<file path="src/core/tmr_pkg.sv">
package tmr_pkg;

	// ----------------------------------------------------------------------
	// Register addresses
	// ----------------------------------------------------------------------
	localparam logic [7:0] TMR_ADDR_MODE      = 8'h89;
	localparam logic [7:0] TMR_ADDR_T0_LOW    = 8'h8a;
	localparam logic [7:0] TMR_ADDR_T1_LOW    = 8'h8b;
	localparam logic [7:0] TMR_ADDR_T0_HIGH   = 8'h8c;
	localparam logic [7:0] TMR_ADDR_T1_HIGH   = 8'h8d;
	localparam logic [7:0] TMR_ADDR_T2_CTRL   = 8'hc8;
	localparam logic [7:0] TMR_ADDR_T2_RC_LOW = 8'hca;
	localparam logic [7:0] TMR_ADDR_T2_RC_HI  = 8'hcb;
	localparam logic [7:0] TMR_ADDR_T2_LOW    = 8'hcc;
	localparam logic [7:0] TMR_ADDR_T2_HIGH   = 8'hcd;

	// ----------------------------------------------------------------------
	// Field positions
	// ----------------------------------------------------------------------
	localparam int TMR_T0_MODE_LSB   = 0;
	localparam int TMR_T2_OVF_BIT    = 7;
	localparam int TMR_T2_EXT_BIT    = 6;
	localparam int TMR_T2_RXCLK_BIT  = 5;
	localparam int TMR_T2_TXCLK_BIT  = 4;
	localparam int TMR_T2_EXEN_BIT   = 3;
	localparam int TMR_T2_RUN_BIT    = 2;
	localparam int TMR_T2_CNTSEL_BIT = 1;
	localparam int TMR_T2_CAPSEL_BIT = 0;

	// ----------------------------------------------------------------------
	// Reset values and encodings
	// ----------------------------------------------------------------------
	localparam logic [7:0]  TMR_RST_BYTE = 8'h00;
	localparam logic [15:0] TMR_RST_WORD = 16'h0000;
	localparam logic [1:0]  TMR_T0_M13   = 2'b00;
	localparam logic [1:0]  TMR_T0_M16   = 2'b01;
	localparam logic [1:0]  TMR_T0_M8AR  = 2'b10;
	localparam logic [1:0]  TMR_T0_MSPL  = 2'b11;

	// ----------------------------------------------------------------------
	// Timing
	// ----------------------------------------------------------------------
	localparam int TMR_TICK_CYCLES = 2;

endpackage

</file>
<file path="src/core/tmr_unit.sv">
`timescale 1ns/1ps

// How it works
// - Mode 00 prescaled 8-bit, 01 full 16-bit.
// - Mode 10 low byte reloads from high byte.
// - Mode 11 splits bytes; high uses timer1 bits.
// - Timer2 count is two software-accessible bytes.
// - Timer2 advances only while its run bit set.
// - Timer mode increments every two clocks.
// - Counter mode increments on count pin falls.
// - Reload mode reloads on overflow or trigger.
// - Capture mode copies count on trigger fall.
// - Baud use forces reload, ignores capture select.
// - Trigger fall sets external flag when enabled, outside baud use; software clears.
// - Selects pick timer1 or timer2 serial clocks.
// - Reload pair is read-write, resets to zero.
module tmr_unit import tmr_pkg::*; (
	input  wire logic       clk,
	input  wire logic       rstn,
	input  wire logic       ce,
	input  wire logic [7:0] sfr_addr,
	input  wire logic       sfr_wr,
	input  wire logic       sfr_rd,
	input  wire logic [7:0] sfr_wdata,
	output logic      [7:0] sfr_rdata,
	input  wire logic       timer0_run_bit,
	input  wire logic       timer1_run_bit,
	input  wire logic       timer1_overflow_in,
	input  wire logic       timer2_count_pin,
	input  wire logic       external_trigger_pin,
	output logic            timer0_overflow,
	output logic            timer1_overflow_flag,
	output logic            uart_rx_clock,
	output logic            uart_tx_clock,
	output logic            timer2_overflow_flag,
	output logic            timer2_external_flag
);

	// ----------------------------------------------------------------------
	// State
	// ----------------------------------------------------------------------
	logic [7:0]  mode_reg,  mode_next;
	logic [7:0]  tl0_reg,   tl0_next;
	logic [7:0]  th0_reg,   th0_next;
	logic [7:0]  tl1_reg,   tl1_next;
	logic [7:0]  th1_reg,   th1_next;
	logic [7:0]  t2ctl_reg, t2ctl_next;
	logic [15:0] rcap_reg,  rcap_next;
	logic [15:0] cnt2_reg,  cnt2_next;
	logic [7:0]  rdata_reg, rdata_next;
	logic        t0ovf_reg, t0ovf_next;
	logic        t1ovf_reg, t1ovf_next;
	logic        rxck_reg,  rxck_next;
	logic        txck_reg,  txck_next;

	logic        tick;
	logic        cnt_fall;
	logic        ext_fall;
	logic        wr;
	logic [1:0]  t0_mode;
	logic        baud;
	logic        t2_inc;
	logic        t2_ext;
	logic        t2_ovf;
	logic        t2_capture;

	tmr_tick u_tick (
		.clk  (clk),
		.rstn (rstn),
		.ce   (ce),
		.tick (tick)
	);

	// Both pins are asynchronous and pass two flip-flops inside the detector.
	tmr_fall_det u_cnt_pin (
		.clk  (clk),
		.rstn (rstn),
		.ce   (ce),
		.pin  (timer2_count_pin),
		.fall (cnt_fall)
	);

	tmr_fall_det u_ext_pin (
		.clk  (clk),
		.rstn (rstn),
		.ce   (ce),
		.pin  (external_trigger_pin),
		.fall (ext_fall)
	);

	assign wr         = sfr_wr & ce;
	assign t0_mode    = mode_reg[TMR_T0_MODE_LSB +: 2];
	assign baud       = t2ctl_reg[TMR_T2_RXCLK_BIT] | t2ctl_reg[TMR_T2_TXCLK_BIT];
	assign t2_capture = t2ctl_reg[TMR_T2_CAPSEL_BIT] & ~baud;

	// ----------------------------------------------------------------------
	// Timer0 with the split mode borrowing timer1 controls.
	// ----------------------------------------------------------------------
	always_comb begin
		mode_next  = mode_reg;
		tl0_next   = tl0_reg;
		th0_next   = th0_reg;
		tl1_next   = tl1_reg;
		th1_next   = th1_reg;
		t0ovf_next = 1'b0;
		t1ovf_next = 1'b0;
		// Every mode shares one tick, so timer0 advances at half the clock rate.
		if (tick) begin
			case (t0_mode)
				TMR_T0_M13: begin
					if (timer0_run_bit) begin
						if (tl0_reg[4:0] == 5'h1f) begin
							tl0_next = {tl0_reg[7:5], 5'h00};
							th0_next = th0_reg + 8'h01;
							t0ovf_next = (th0_reg == 8'hff);
						end else begin
							tl0_next = {tl0_reg[7:5], tl0_reg[4:0] + 5'h01};
						end
					end
				end
				TMR_T0_M16: begin
					if (timer0_run_bit) begin
						{th0_next, tl0_next} = {th0_reg, tl0_reg} + 16'h0001;
						t0ovf_next = ({th0_reg, tl0_reg} == 16'hffff);
					end
				end
				TMR_T0_M8AR: begin
					if (timer0_run_bit) begin
						if (tl0_reg == 8'hff) begin
							tl0_next   = th0_reg;
							t0ovf_next = 1'b1;
						end else begin
							tl0_next = tl0_reg + 8'h01;
						end
					end
				end
				default: begin
					if (timer0_run_bit) begin
						tl0_next   = tl0_reg + 8'h01;
						t0ovf_next = (tl0_reg == 8'hff);
					end
					if (timer1_run_bit) begin
						th0_next   = th0_reg + 8'h01;
						t1ovf_next = (th0_reg == 8'hff);
					end
				end
			endcase
		end
		// A software write wins over a count in the same cycle.
		if (wr) begin
			if (sfr_addr == TMR_ADDR_MODE) begin
				mode_next = sfr_wdata;
			end else if (sfr_addr == TMR_ADDR_T0_LOW) begin
				tl0_next = sfr_wdata;
			end else if (sfr_addr == TMR_ADDR_T0_HIGH) begin
				th0_next = sfr_wdata;
			end else if (sfr_addr == TMR_ADDR_T1_LOW) begin
				tl1_next = sfr_wdata;
			end else if (sfr_addr == TMR_ADDR_T1_HIGH) begin
				th1_next = sfr_wdata;
			end
		end
	end

	always_ff @(posedge clk) begin
		if (!rstn) begin
			mode_reg  <= TMR_RST_BYTE;
			tl0_reg   <= TMR_RST_BYTE;
			th0_reg   <= TMR_RST_BYTE;
			tl1_reg   <= TMR_RST_BYTE;
			th1_reg   <= TMR_RST_BYTE;
			t0ovf_reg <= 1'b0;
			t1ovf_reg <= 1'b0;
		end else if (ce) begin
			mode_reg  <= mode_next;
			tl0_reg   <= tl0_next;
			th0_reg   <= th0_next;
			tl1_reg   <= tl1_next;
			th1_reg   <= th1_next;
			t0ovf_reg <= t0ovf_next;
			t1ovf_reg <= t1ovf_next;
		end
	end

	// ----------------------------------------------------------------------
	// Timer2 count, reload, capture and flags.
	// ----------------------------------------------------------------------
	always_comb begin
		t2_inc = t2ctl_reg[TMR_T2_RUN_BIT] &
			(t2ctl_reg[TMR_T2_CNTSEL_BIT] ? cnt_fall : tick);
		t2_ext = ext_fall & t2ctl_reg[TMR_T2_EXEN_BIT] & ~baud;
		t2_ovf = t2_inc & (cnt2_reg == 16'hffff);
		cnt2_next  = cnt2_reg;
		rcap_next  = rcap_reg;
		t2ctl_next = t2ctl_reg;
		if (t2_inc) begin
			if (t2_ovf) begin
				cnt2_next = t2_capture ? 16'h0000 : rcap_reg;
			end else begin
				cnt2_next = cnt2_reg + 16'h0001;
			end
		end
		// The trigger is applied after the overflow, so its reload wins a tie.
		if (t2_ext) begin
			if (t2_capture) begin
				rcap_next = cnt2_reg;
			end else begin
				cnt2_next = rcap_reg;
			end
		end
		if (wr) begin
			if (sfr_addr == TMR_ADDR_T2_CTRL) begin
				t2ctl_next = sfr_wdata;
			end else if (sfr_addr == TMR_ADDR_T2_RC_LOW) begin
				rcap_next[7:0] = sfr_wdata;
			end else if (sfr_addr == TMR_ADDR_T2_RC_HI) begin
				rcap_next[15:8] = sfr_wdata;
			end else if (sfr_addr == TMR_ADDR_T2_LOW) begin
				cnt2_next[7:0] = sfr_wdata;
			end else if (sfr_addr == TMR_ADDR_T2_HIGH) begin
				cnt2_next[15:8] = sfr_wdata;
			end
		end
		// Setting wins so an event coinciding with a software clear is kept.
		if (t2_ovf & ~baud) begin
			t2ctl_next[TMR_T2_OVF_BIT] = 1'b1;
		end
		if (t2_ext) begin
			t2ctl_next[TMR_T2_EXT_BIT] = 1'b1;
		end
		// Baud pulses are registered so the serial side sees a clean strobe.
		rxck_next = t2ctl_reg[TMR_T2_RXCLK_BIT] ? t2_ovf : timer1_overflow_in;
		txck_next = t2ctl_reg[TMR_T2_TXCLK_BIT] ? t2_ovf : timer1_overflow_in;
	end

	always_ff @(posedge clk) begin
		if (!rstn) begin
			t2ctl_reg <= TMR_RST_BYTE;
			rcap_reg  <= TMR_RST_WORD;
			cnt2_reg  <= TMR_RST_WORD;
			rxck_reg  <= 1'b0;
			txck_reg  <= 1'b0;
		end else if (ce) begin
			t2ctl_reg <= t2ctl_next;
			rcap_reg  <= rcap_next;
			cnt2_reg  <= cnt2_next;
			rxck_reg  <= rxck_next;
			txck_reg  <= txck_next;
		end
	end

	// ----------------------------------------------------------------------
	// Read port, registered; unmapped addresses read zero.
	// ----------------------------------------------------------------------
	always_comb begin
		// The strobe is not gated here; the register below holds while frozen.
		rdata_next = rdata_reg;
		if (sfr_rd) begin
			if (sfr_addr == TMR_ADDR_MODE) begin
				rdata_next = mode_reg;
			end else if (sfr_addr == TMR_ADDR_T0_LOW) begin
				rdata_next = tl0_reg;
			end else if (sfr_addr == TMR_ADDR_T1_LOW) begin
				rdata_next = tl1_reg;
			end else if (sfr_addr == TMR_ADDR_T0_HIGH) begin
				rdata_next = th0_reg;
			end else if (sfr_addr == TMR_ADDR_T1_HIGH) begin
				rdata_next = th1_reg;
			end else if (sfr_addr == TMR_ADDR_T2_CTRL) begin
				rdata_next = t2ctl_reg;
			end else if (sfr_addr == TMR_ADDR_T2_RC_LOW) begin
				rdata_next = rcap_reg[7:0];
			end else if (sfr_addr == TMR_ADDR_T2_RC_HI) begin
				rdata_next = rcap_reg[15:8];
			end else if (sfr_addr == TMR_ADDR_T2_LOW) begin
				rdata_next = cnt2_reg[7:0];
			end else if (sfr_addr == TMR_ADDR_T2_HIGH) begin
				rdata_next = cnt2_reg[15:8];
			end else begin
				rdata_next = 8'h00;
			end
		end
	end

	always_ff @(posedge clk) begin
		if (!rstn) begin
			rdata_reg <= TMR_RST_BYTE;
		end else if (ce) begin
			rdata_reg <= rdata_next;
		end
	end

	// ----------------------------------------------------------------------
	// Outputs, all taken straight from registers.
	// ----------------------------------------------------------------------
	assign sfr_rdata            = rdata_reg;
	assign timer0_overflow      = t0ovf_reg;
	assign timer1_overflow_flag = t1ovf_reg;
	assign uart_rx_clock        = rxck_reg;
	assign uart_tx_clock        = txck_reg;
	assign timer2_overflow_flag = t2ctl_reg[TMR_T2_OVF_BIT];
	assign timer2_external_flag = t2ctl_reg[TMR_T2_EXT_BIT];

endmodule

</file>
<file path="src/core/tmr_fall_det.sv">
`timescale 1ns/1ps

module tmr_fall_det (
	input  wire logic clk,
	input  wire logic rstn,
	input  wire logic ce,
	input  wire logic pin,
	output logic      fall
);

	logic sync1_reg;
	logic sync2_reg;
	logic prev_reg;

	// ----------------------------------------------------------------------
	// Two-stage synchroniser, then a falling edge on the settled copy.
	// ----------------------------------------------------------------------
	always_ff @(posedge clk) begin
		if (!rstn) begin
			sync1_reg <= 1'b1;
			sync2_reg <= 1'b1;
			prev_reg  <= 1'b1;
		end else if (ce) begin
			sync1_reg <= pin;
			sync2_reg <= sync1_reg;
			prev_reg  <= sync2_reg;
		end
	end

	assign fall = ce & prev_reg & ~sync2_reg;

endmodule

</file>
<file path="src/core/tmr_tick.sv">
`timescale 1ns/1ps

module tmr_tick import tmr_pkg::*; (
	input  wire logic clk,
	input  wire logic rstn,
	input  wire logic ce,
	output logic      tick
);

	logic [1:0] cnt_reg;
	logic [1:0] cnt_next;

	// ----------------------------------------------------------------------
	// One tick every TMR_TICK_CYCLES enabled clocks.
	// ----------------------------------------------------------------------
	always_comb begin
		if (cnt_reg == 2'(TMR_TICK_CYCLES - 1)) begin
			cnt_next = 2'h0;
		end else begin
			cnt_next = cnt_reg + 2'h1;
		end
	end

	always_ff @(posedge clk) begin
		if (!rstn) begin
			cnt_reg <= 2'h0;
		end else if (ce) begin
			cnt_reg <= cnt_next;
		end
	end

	assign tick = ce & (cnt_reg == 2'(TMR_TICK_CYCLES - 1));

endmodule

</file>
<file path="config.mk">
export PLATFORM = sky130hd
export DESIGN_NAME = tmr_unit
export DESIGN_NICKNAME = d
export VERILOG_FILES = /design/src/core/tmr_pkg.sv /design/src/core/tmr_unit.sv /design/src/core/tmr_fall_det.sv /design/src/core/tmr_tick.sv
export SDC_FILE = /design/constraint.sdc
export NUM_CORES = 1
export LEC_CHECK = 0
export BUFFER_PORTS_ARGS = -buffer_cell sky130_fd_sc_hd__buf_2
export CORE_ASPECT_RATIO = 0.5
export CORE_MARGIN = 4
export CORE_UTILIZATION = 50
export CTS_BUF_LIST = sky130_fd_sc_hd__clkbuf_4
export DETAILED_ROUTE_END_ITERATION = 8
export PLACE_DENSITY = 0.68
export SYNTH_ARGS = -nofsm -noshare
export SYNTH_HDL_FRONTEND = slang
export SYNTH_SLANG_ARGS = --single-unit
</file>
<file path="constraint.sdc">
create_clock -name clk -period 7.46 [get_ports clk]
set_clock_uncertainty 0.1 [all_clocks]
set_input_delay 0.373 -clock clk [delete_from_list [all_inputs] [get_ports clk]]
set_output_delay 0.373 -clock clk [all_outputs]
set_load 0.01 [all_outputs]
</file>
# Word-level counts from Yosys, hierarchy flattened
# Index checks and enable logic that the tools add are counted.
word_totals:
  reg_bits: 100
  latchBits: 0
  ramBits: 0
  romBits: 0
  output_inout_bits: 14
  word_cells: 148
  memories: 0
classes:
  add_sub_neg: 6
  n_mul: 0
  div: 0
  magnitude_cmp: 0
  eq_ne: 18
  shift: 0
  n_mux: 69
  bitwise: 20
  reduce_logical: 13
op_table:
  columns: ["op", "n"]
  rows:
  - ["8-bit two-way mux", 35]
  - ["16-bit two-way mux", 13]
  - ["8-bit equality test, second input constant", 12]
  - ["8-bit one-hot mux with 3 select lines", 2]
  - ["16-bit by 1-bit adder with 16-bit output, second input constant", 2]
  - ["16-bit equality test, second input constant", 2]
  - ["8-bit by 1-bit adder with 8-bit output, second input constant", 2]
  - ["1-bit two-way mux", 15]
  - ["1-bit bitwise AND", 12]
  - ["3-bit AND reduction", 4]
  - ["5-bit two-way mux", 2]
  - ["2-bit nonzero test", 4]
  - ["1-bit NOT", 7]
  - ["7-bit AND reduction", 1]
  - ["6-bit AND reduction", 1]
  - ["5-bit by 1-bit adder with 5-bit output, second input constant", 1]
  - ["5-bit equality test, second input constant", 1]
  - ["2-bit by 1-bit equality test with 1-bit output, second input constant", 2]
  - ["1-bit one-hot mux with 3 select lines", 1]
  - ["3-bit OR reduction", 1]
  - ["2-bit by 1-bit adder with 2-bit output, second input constant", 1]
  - ["2-bit equality test, second input constant", 1]
  - ["2-bit zero test", 1]
  - ["2-bit two-way mux", 1]
  - ["other kinds (2)", 2]

# Logic depth before layout (Yosys ltp)
# Gate-level depths: netlist of the first run.
logic_depth:
  depth_word: 15
  depth_mapped: 10
  mapped_depth_nobuf: 10

# Hierarchy
# Synthesis of the first run repeated with hierarchy kept, for this count alone.
hier_totals:
  hier_cells: 876
  hier_area_um2: 6612.6
modules_own_cells:
  columns: ["mod", "instances", "cells_each", "area_each_um2"]
  rows:
  - ["tmr_unit", 1, 849, 6321.1]
  - ["tmr_fall_det", 2, 10, 111.4]
  - ["tmr_tick", 1, 7, 68.8]

# Worst setup path after synthesis of the first run
# OpenSTA, ideal clock, no wires.
synth_path:
  path_kind: "register -> register"
  from: "reg tl0_reg[0]"
  to: "reg th0_reg[4]"
  setup_ns: 0.115
  arrival_ns: 2.190
  required_ns: 7.245
  setup_slack_ns: 5.056
  path_stages_with_launch: 11
  path_cell_list: "dfxtp_1 > ha_1 > nand3_1 > inv_1 > ha_1 > and2_1 > a21oi_1 > nor3b_1 > nand3_1 > and3_1 > o21a_1"
synth_via:
  elab_chain_len: 9
synth_lines:
  columns: ["element", "line", "text"]
  rows:
  - ["start, declared", "tmr_unit.sv:43", "logic [7:0] tl0_reg, tl0_next;"]
  - ["start signal, assigned", "tmr_unit.sv:176", "tl0_reg <= tl0_next;"]
  - ["branches (longest 3 deep; another with 16-bit by 1-bit adder with 16-bit output)", null, null]
  - ["8-bit one-hot mux with 3 select lines (*)", "tmr_unit.sv:109", "case (t0_mode)"]
  - ["8-bit two-way mux (*)", "tmr_unit.sv:108", "if (tick) begin"]
  - ["8-bit two-way mux", "tmr_unit.sv:155", "end else if (sfr_addr == TMR_ADDR_T0_HIGH) begin"]
  - ["8-bit two-way mux", "tmr_unit.sv:153", "end else if (sfr_addr == TMR_ADDR_T0_LOW) begin"]
  - ["8-bit two-way mux", "tmr_unit.sv:151", "if (sfr_addr == TMR_ADDR_MODE) begin"]
  - ["8-bit two-way mux (*)", "tmr_unit.sv:150", "if (wr) begin"]
  - ["end signal, assigned", "tmr_unit.sv:177", "th0_reg <= th0_next;"]
  - ["end, declared", "tmr_unit.sv:44", "logic [7:0] th0_reg, th0_next;"]
# Every way passes the cells marked *.
# A chain may end at the register's enable or synchronous reset.

# Final worst setup path of the first run
# Ends and elaborated chain as after synthesis.

==> results of run 1 <==
==> final cells by class <==
type	count	area share [%]
Clock inverter	7	0.824
Inverter	15	0.806
Sequential cell	100	28.7
Timing Repair Buffer	47	3.69
Multi-Input combinational cell	678	62.0
Clock buffer	9	0.967
Tap cell	170	3.05
==> worst max-delay path by stage <==
stage / to
floorplan: th0_reg[4]
global placement: rcap_reg[14]
detailed placement: rcap_reg[1]
CTS: th0_reg[4]
global route: th0_reg[4]
finish: th0_reg[4]
==> cells in the final DEF, fill, tap and decap left out, types with 15 or more instances in the layout <==
| master | n |
|---|---|
| mux2i_1 | 56 |
| o21ai_0 | 58 |
| buf_2 | 39 |
| dfxtp_1 | 100 |
| nor2_1 | 52 |
| nor3_1 | 22 |
| nand2_1 | 115 |
| nand3_1 | 35 |
| a21oi_1 | 50 |
| nor2b_1 | 28 |
| inv_1 | 15 |
| o211a_1 | 20 |
==> cells by family (layout without fill, tap and decap cells) <==
logic type	after synthesis	count (layout)
DFF	100	100
AOI/OAI and AO/OA	275	275
and+or+nand+nor	332	332
buffers and inverters	91	78
xor gates and xnor gates	8	8
adders and majority gates	4	4
muxes	59	59
==> critical path: stages, from the launching register on <==
cell     delay (ns)
dfxtp_1        0.57
ha_1           0.26
nand3_1        0.15
inv_1          0.15
ha_1           0.24
and2_1         0.26
a21oi_1        0.14
nor3b_1        0.61
nand3_1        0.18
and3_1         0.22
o21a_1         0.18
==> power groups by stage <==
| stage | clock network (mW) | registers [mW] | logic [mW] |
|---|---|---|---|
| final | 0.275 | 0.560 | 0.115 |
| after global routing | 0.301 | 0.562 | 0.123 |
| after CTS | 0.281 | 0.559 | 0.111 |
| after detailed placement | 0 | 0.571 | 0.110 |
| after global placement | 0 | 0.571 | 0.109 |
| after floorplan | 0 | 0.562 | 0.0793 |
==> metrics by stage <==
stage / setup WS, ns / utilization [%]
after global routing: 4.12 / 54.2
final: 4.34 / 54.2
after detailed placement: 4.22 / 53.2
after CTS: 4.42 / 54.2
after global placement: 4.31 / 53.2
after floorplan: 5.06 / -
==> routing by layer <==
layer | wire length (µm) | part of all wire (%)
met5 | 0 | 0
met4 | 468 | 2.1
met3 | 2330 | 10
met2 | 9510 | 43
met1 | 9950 | 45
==> run_results.csv, run 1 <==
group,metric,value,unit
sta,setup_viol_count_final,0,
pwr,swShare,31.3,%
global_routing,grtUsageMet2,41.7,%
global_routing,grt_max_degree,53,
logic_synthesis,synth_top_area_share,30.0,%
route,vias,6986,
place,dp_cells,1009,
die,fp-row-count,29,
sta,slew_violations,0,
global_routing,use_met1,42.7,%
cts,cts_setup_buffers,0,
setup_path,reg2reg_depth,10,
worst_hold_path,hold_path_end,"u_cnt_pin.sync1_reg",
pwr,power_frac_comb,12.1,%
sta,setup_tns,0,ns
place,dp.final_hpwl,15500,µm
setup_path,arrival,3.41,ns
sta,worstMarginPinSlew,0.915,ns
sta,period_minus_slack,3.12,ns
logic_synthesis,synth_edf_count,0,
logic_synthesis,synth-compound-area-share,28.5,%
logic_synthesis,synth_top_family_by_area,"compound AO/OA/AOI/OAI gates",
global_routing,grt_pass1_wl,35300,µm
route,first_iter_violations,1164,
place,gp_congestion,1.02,
logic_synthesis,synth_cells,869,
global_routing,antenna_found_initial,0,
die,start_util,51.9,%
pwr,clkPwrFrac,28.9,%
logic_synthesis,synth_commonest_cells,"115 x nand2_1, 100 x dfxtp_1, 58 x clkbuf_1, 58 x o21ai_0, 56 x mux2i_1",
setup_path,reg2reg_from,"tl0_reg[0]",
logic_synthesis,synth_area_leaders,"dfxtp_1 30%, mux2i_1 8.4%, nand2_1 6.5%",
finish,ff_latch_area,2000,µm²
global_routing,grt_pass1_vias,6238,
die,die_x,172,µm
pwr,seqPwrFrac,59.0,%
finish,multiInputGateArea,4330,µm²
logic_synthesis,yosys.area_share.adder,0.749,%
worst_hold_path,hold_path_class,"input pin to register",
cts,clk_latency,0.47,ns
logic_synthesis,synth_cell_types,72,
setup_path,cp-end-kind,"register",
logic_synthesis,ys_seq_elements,100,
finish,nFillCells,1200,
pwr,p_int,0.653,mW
cts,numCtsBuffers,9,
pwr,p_leak,2.59,nW
sta,rsz0062_at_grt,"no",
logic_synthesis,synth_xor_xnor_area_share,1.05,%
cts,holdBufCountCts,1,
global_routing,use_met3,6.22,%
setup_path,r2r_end,"th0_reg[4]",
worst_hold_path,hp-start,"timer2_count_pin",
worst_hold_path,hold_depth,3,
global_routing,grt_overflow,0,
finish,syn2layout_area_growth,4.49,%
job,drv_cap,0,
sta,post-route-period-util,41.8,%
cts,ctsLongestPathBuffers,2,
logic_synthesis,synthFlopType,"dfxtp_1",
pwr,power.total,0.950,mW
setup_path,crit_fanout,8,
pwr,power_density,136,nW/µm²
logic_synthesis,netlist_area,6680,µm²
finish,final_area,6980,µm²
route,drc,0,
sta,relSlewSlack,38.4,%
route,antenna_left,0,
outcome,status,"complete, no violations",
route,vias_per_cell,6.81,
logic_synthesis,synthArstFlopShare,0,%
logic_synthesis,synthSimpleGateAreaFrac,25.4,%
setup_path,crit_start,"tl0_reg[0]",
die,die_h,89.8,µm
logic_synthesis,synth_mux_area_share,8.89,%
sta,hold_violations,0,
cts,tritoncts,"yes",
route,wl,22300,µm
setup_path,critical_path_required,7.76,ns
finish,antenna_cells,0,
pwr,ir_drop,0.0000640,V
route,first_pass_iters,9,
sta,holdWs,0.0187,ns
setup_path,crit_type,"register to register",
route,wl_per_cell,21.7,µm
setup_path,ff2ff_setup_slack,4.34,ns
global_routing,busiest_layer,"met1",
sta,fmaxAchievable,0.321,GHz
cts,cts_resized,0,
cts,cts.clk_slew.worst_paths,0.18,ns
global_routing,grtUsageTotal,28.4,%
die,die_area,15400,µm²
logic_synthesis,synth.avg_cell_area,7.69,µm²
pwr,switching_power,0.297,mW
die,num_io_pins,40,
finish,nNetsFinal,881,
logic_synthesis,synth_top_area_cell,"dfxtp_1",
logic_synthesis,syn-num-nets,899,
finish,final_cells,1026,
cts,root_buffer,"clkbuf_4",
logic_synthesis,yosysWarnings,0,
cts,cts.sinks,100,
cts,htree_levels,3,
finish,layout-drive-gt1-share,9.00,%
logic_synthesis,ys_seq_area_share,30.0,%
place,post_dp_cell_area,6850,µm²
setup_path,critPathLaunchType,"register",
die,core_region_area,12900,µm²
place,port_buffers,39,
logic_synthesis,yosysMostFrequentCell,"nand2_1",
Note: power is estimated with default switching activity, not from simulation.
==> inputs of run 2 (changes only) <==
clock period = 3 ns   (was 7.46 ns; I/O delays follow)
==> run 2 against run 1 <==
- design area is 4.5% higher
- flip-flop and latch count stayed put
- first-iteration DRC count is 12% lower
==> run_results.csv, run 2 (same netlist as run 1, synthesis figures left out) <==
group,metric,value,unit
die,start_util,51.9,%
setup_path,cp_slowest_cell,"dfxtp_2",
finish,syn2layout_area_growth,9.19,%
pwr,p_int,1.88,mW
finish,nNetsFinal,911,
sta,relSlewSlack,44.9,%
cts,cts.sinks,100,
sta,slew_violations,0,
sta,setup_tns,0,ns
die,core_region_area,12900,µm²
sta,worstMarginPinSlew,0.820,ns
global_routing,grt_pass1_vias,6229,
job,drv_cap,0,
setup_path,cp-end-kind,"register",
worst_hold_path,hold_path_class,"input pin to register",
route,first_iter_violations,1022,
setup_path,crit_type,"register to register",
sta,rsz0062_at_grt,"no",
die,fp-row-count,29,
setup_path,r2r_end,"th0_reg[4]",
setup_path,reg2reg_depth,10,
finish,fin_util,56.7,%
route,antenna_left,0,
route,vias_per_cell,6.65,
route,wl,22400,µm
place,gp_congestion,0.993,
finish,layout-drive-gt1-share,10.5,%
finish,final_cell_mix,"115 x nand2_1, 99 x dfxtp_1, 58 x o21ai_0, 56 x mux2i_1, 52 x nor2_1",
pwr,seqPwrFrac,53.5,%
setup_path,ff2ff_setup_slack,0.29,ns
sta,post-route-period-util,90.4,%
die,die_h,89.8,µm
global_routing,grt_max_degree,61,
place,dp.final_hpwl,15600,µm
cts,root_buffer,"clkbuf_4",
route,vias,7021,
setup_path,critPathLaunchType,"register",
outcome,status,"complete, no violations",
setup_path,arrival,3.03,ns
finish,nFillCells,1212,
setup_path,cp_top_family,"simple AND/OR/NAND/NOR gates",
setup_path,path_cells,"ha_1 > nand3_1 > inv_1 > ha_1 > and2_1 > a21oi_1 > nor3b_1 > nand3_1 > and3_1 > o21a_1",
global_routing,grt_pass1_wl,35300,µm
worst_hold_path,hold_depth,4,
cts,clk_latency,0.49,ns
pwr,ir_drop,0.000190,V
finish,antenna_cells,0,
sta,setup_viol_count_final,0,
cts,numCtsBuffers,9,
route,wl_per_cell,21.2,µm
sta,hold_violations,0,
pwr,power.total,2.59,mW
pwr,power_density,355,nW/µm²
cts,htree_levels,3,
cts,cts.clk_slew.worst_paths,0.17,ns
finish,final_common_cell,"nand2_1",
cts,tritoncts,"yes",
setup_path,critical_path_required,3.31,ns
worst_hold_path,hold_path_end,"sfr_rdata[1]",
setup_path,crit_fanout,8,
pwr,p_leak,2.77,nW
worst_hold_path,hp-start,"sfr_addr[3]",
pwr,swShare,27.7,%
global_routing,grt_overflow,0,
route,drc,0,
global_routing,antenna_found_initial,0,
sta,fmaxAchievable,0.369,GHz
route,first_pass_iters,6,
setup_path,cp_num_buf_inv,1,
die,die_area,15400,µm²
setup_path,cpPeakStageDelay,0.45,ns
die,num_io_pins,40,
place,port_buffers,39,
pwr,power_frac_comb,12.2,%
pwr,clkPwrFrac,34.4,%
setup_path,reg2reg_from,"tl0_reg[0]",
cts,ctsLongestPathBuffers,2,
global_routing,grtUsageTotal,28.4,%
die,die_x,172,µm
pwr,switching_power,0.718,mW
sta,period_minus_slack,2.71,ns
-- run 2: how the worst max path moves through the flow --
stage	start	to	slack, ns	cells past startpoint
finish	tl0_reg[0]	th0_reg[4]	0.29	10
global route	tl0_reg[0]	th0_reg[7]	0.08	10
detailed placement	tl0_reg[0]	th0_reg[4]	0.30	10
CTS	tl0_reg[0]	th0_reg[4]	0.26	10
global placement	tl0_reg[0]	th0_reg[4]	0.49	10
floorplan	tl0_reg[0]	th0_reg[4]	0.60	10
-- run 2: per-layer routing --
layer	routed length (µm)	global-route usage, %
met5	0	0
met4	516	8.11
met3	2400	5.52
met2	9520	41.2
met1	9970	42.4
-- run 2: final cells by class --
type                            instances  area (µm²)  area share, %
Clock buffer                            9        67.6          0.926
Clock inverter                          7         105           1.44
Inverter                               15        56.3          0.771
Multi-Input combinational cell        678        4330           59.3
Sequential cell                       100        2000           27.4
Tap cell                              170         213           2.91
Timing Repair Buffer                   77         523           7.17
-- run 2: through the flow --
| step | setup slack [ns] | area (µm²) | hold WS (ns) | instances |
|---|---|---|---|---|
| after global placement | 0.490 | 7000 | 0.268 | 1028 |
| after floorplan | 0.596 | 6680 | 0.178 | 869 |
| after detailed placement | 0.298 | 7000 | 0.277 | 1028 |
| after global routing | 0.0818 | 7300 | 0.0537 | 1056 |
| final | 0.289 | 7300 | 0.0306 | 1056 |
| after CTS | 0.257 | 7300 | 0.00191 | 1056 |
-- run 2: repair_timing --
item,in CTS,in global routing
hold buffers,12,0
hold endpoints to repair,17,0
endpoints found under the setup margin,0,3
gates resized for setup,0,1
buffers inserted,0,0
-- run 2: tightest hold or removal path: stages --
cell and delay, ns:
buf_2 0.17, nand2_1 0.07, a211o_1 0.11, a31oi_1 0.08
-- run 2: power groups by stage --
stage	clock network (mW)	logic (mW)	registers, mW
2_1_floorplan	0	0.197	1.40
3_3_place_gp	0	0.293	1.41
3_5_place_dp	0	0.293	1.41
4_1_cts	0.898	0.306	1.38
5_1_grt	0.948	0.337	1.39
6_report	0.891	0.316	1.39
==> inputs of run 3 (changes only) <==
BUFFER_PORTS_ARGS = default   (was -buffer_cell sky130_fd_sc_hd__buf_2)
CTS_CLUSTER_SIZE = 25   (was default)
DONT_BUFFER_PORTS = 1   (was default)
PLACE_DENSITY = default   (was 0.68)
==> run 3 against run 2 <==
- combinational power down 6.3%
- sequential power about the same
- first-iteration DRC count down 1.6%
- die area unchanged
- register-to-register slack worse by 0.17 ns
- sequential share of layout area up 0.41 points
- critical path type unchanged
- non-clock buffer count down 32
- via count down 1.2%
==> run_results.csv, run 3 (same netlist as run 1, synthesis figures left out) <==
group,metric,value,unit
outcome,status,"complete, no violations",
finish,syn2layout_area_growth,7.51,%
route,drc,0,
setup_path,cp_top_family,"buffers and inverters",
route,first_pass_iters,6,
finish,final_area,7190,µm²
pwr,power_density,340,nW/µm²
sta,fmaxAchievable,0.347,GHz
setup_path,reg2reg_depth,10,
setup_path,cp_slowest_cell,"dlygate4sd3_1",
sta,setup_tns,0,ns
setup_path,cp_num_buf_inv,2,
finish,layout-drive-gt1-share,5.74,%
cts,htree_levels,3,
finish,final_common_cell,"nand2_1",
die,die_h,89.8,µm
sta,rsz0062_at_grt,"no",
global_routing,grt_pass1_vias,6384,
setup_path,arrival,3.17,ns
die,die_x,172,µm
global_routing,grtUsageTotal,31.1,%
cts,tritoncts,"yes",
cts,numCtsBuffers,9,
pwr,ir_drop,0.000171,V
sta,period_minus_slack,2.88,ns
route,vias,6940,
setup_path,cp.depth,10,
die,num_io_pins,40,
die,die_area,15400,µm²
finish,nNetsFinal,879,
place,port_buffers,0,
route,wl,24500,µm
die,core_region_area,12900,µm²
place,post_dp_cell_area,6730,µm²
sta,relSlewSlack,36.7,%
route,antenna_left,0,
global_routing,grt_overflow,0,
setup_path,crit_type,"register to register",
job,drv_cap,0,
sta,post-route-period-util,96.0,%
setup_path,critical_path_required,3.29,ns
pwr,p_leak,2.61,nW
route,wl_per_cell,23.9,µm
cts,ctsLongestPathBuffers,2,
finish,nFillCells,1257,
cts,cts.clk_slew.worst_paths,0.17,ns
global_routing,antenna_found_initial,1,
global_routing,grt_pass1_wl,37700,µm
place,dp.final_hpwl,16100,µm
setup_path,timing.critical_path.mode_cell,"ha_1",
setup_path,cp-end-kind,"register",
global_routing,grt_max_degree,96,
route,first_iter_violations,1006,
route,vias_per_cell,6.77,
cts,clk_latency,0.48,ns
setup_path,crit_fanout,8,
setup_path,critPathLaunchType,"register",
sta,setup_viol_count_final,0,
worst_hold_path,hold_path_class,"input pin to register",
sta,slew_violations,0,
cts,cts.sinks,100,
finish,final_cell_mix,"115 x nand2_1, 100 x dfxtp_1, 58 x o21ai_0, 56 x mux2i_1, 52 x nor2_1",
sta,hold_violations,0,
die,start_util,51.9,%
worst_hold_path,hold_depth,3,
cts,cts_resized,0,
setup_path,path_cells,"ha_1 > nand3_1 > inv_1 > ha_1 > and2_1 > nor2_1 > o41ai_1 > a2bb2oi_1 > a31oi_1 > dlygate4sd3_1",
place,gp_congestion,0.973,
die,fp-row-count,29,
setup_path,cpPeakStageDelay,0.57,ns
sta,worstMarginPinSlew,0.946,ns
cts,root_buffer,"clkbuf_4",
## run 3: changes by cell type in the layout (fill, tap and decap cells not counted), moves of 2 or more
cell | before | now
buf_4 | 25 | 17
buf_16 | 0 | 2
bufinv_16 | 3 | 1
buf_2 | 39 | 0
dlygate4sd3_1 | 12 | 26
clkinv_1 | 4 | 1
## run 3: timing repair
item | 4_1_cts | 5_1_grt
hold buffers | 28 | 0
setup buffers | 0 | 0
hold endpoints to repair | 100 | 0
## run 3: final timing paths
check,start,to,slack (ns)
max,tl0_reg[0],tl0_reg[3],0.12
min,ce,mode_reg[6],0.03
max reg2reg,tl0_reg[0],tl0_reg[3],0.12
min reg2reg,mode_reg[6],mode_reg[6],0.38
## run 3: per-layer routing
layer  up-vias  GRT usage [%]  part of all wire [%]  routed length, µm
met5         -              0                     0                  0
met4         0           7.19                   2.0                499
met3        54           5.83                    10               2510
met2       383           44.9                    42              10300
met1      3316           47.5                    46              11200
li1       3187              -                     -                  -
## run 3: cell type report
type                            instances  area [µm²]  share of cell area, %
Sequential cell                       100        2000                   27.9
Inverter                               15        56.3                  0.784
Timing Repair Buffer                   45         443                   6.16
Clock inverter                          6        63.8                  0.888
Multi-Input combinational cell        678        4330                   60.3
Tap cell                              170         213                   2.96
Antenna cell                            1        2.50                 0.0348
Clock buffer                           10        75.1                   1.04
## run 3: worst register-to-register path, cell delays in order, from the launching register on
cell	delay, ns
dfxtp_1	0.50
ha_1	0.24
nand3_1	0.13
inv_1	0.13
ha_1	0.24
and2_1	0.24
nor2_1	0.06
o41ai_1	0.29
a2bb2oi_1	0.20
a31oi_1	0.09
dlygate4sd3_1	0.57
## run 3: report_power, final
part	switching [mW]	leakage [nW]	total, mW	internal, mW
sequential	0.0386	0.810	1.39	1.35
clock	0.494	0.0744	0.758	0.264
combinational	0.186	1.72	0.296	0.110
## run 3: metrics by stage
step | util [%] | hold WS [ns] | std cells | power, mW | setup slack (ns)
global route | 55.8 | 0.0362 | 1025 | 2.52 | 0.0114
CTS | 55.8 | 0.00599 | 1024 | 2.44 | 0.176
global placement | 52.2 | 0.118 | 980 | 1.60 | 0.499
finish | 55.8 | 0.0294 | 1025 | 2.44 | 0.120
detailed placement | 52.2 | 0.124 | 980 | 1.60 | 0.433
floorplan | - | 0.178 | 869 | 1.59 | 0.596
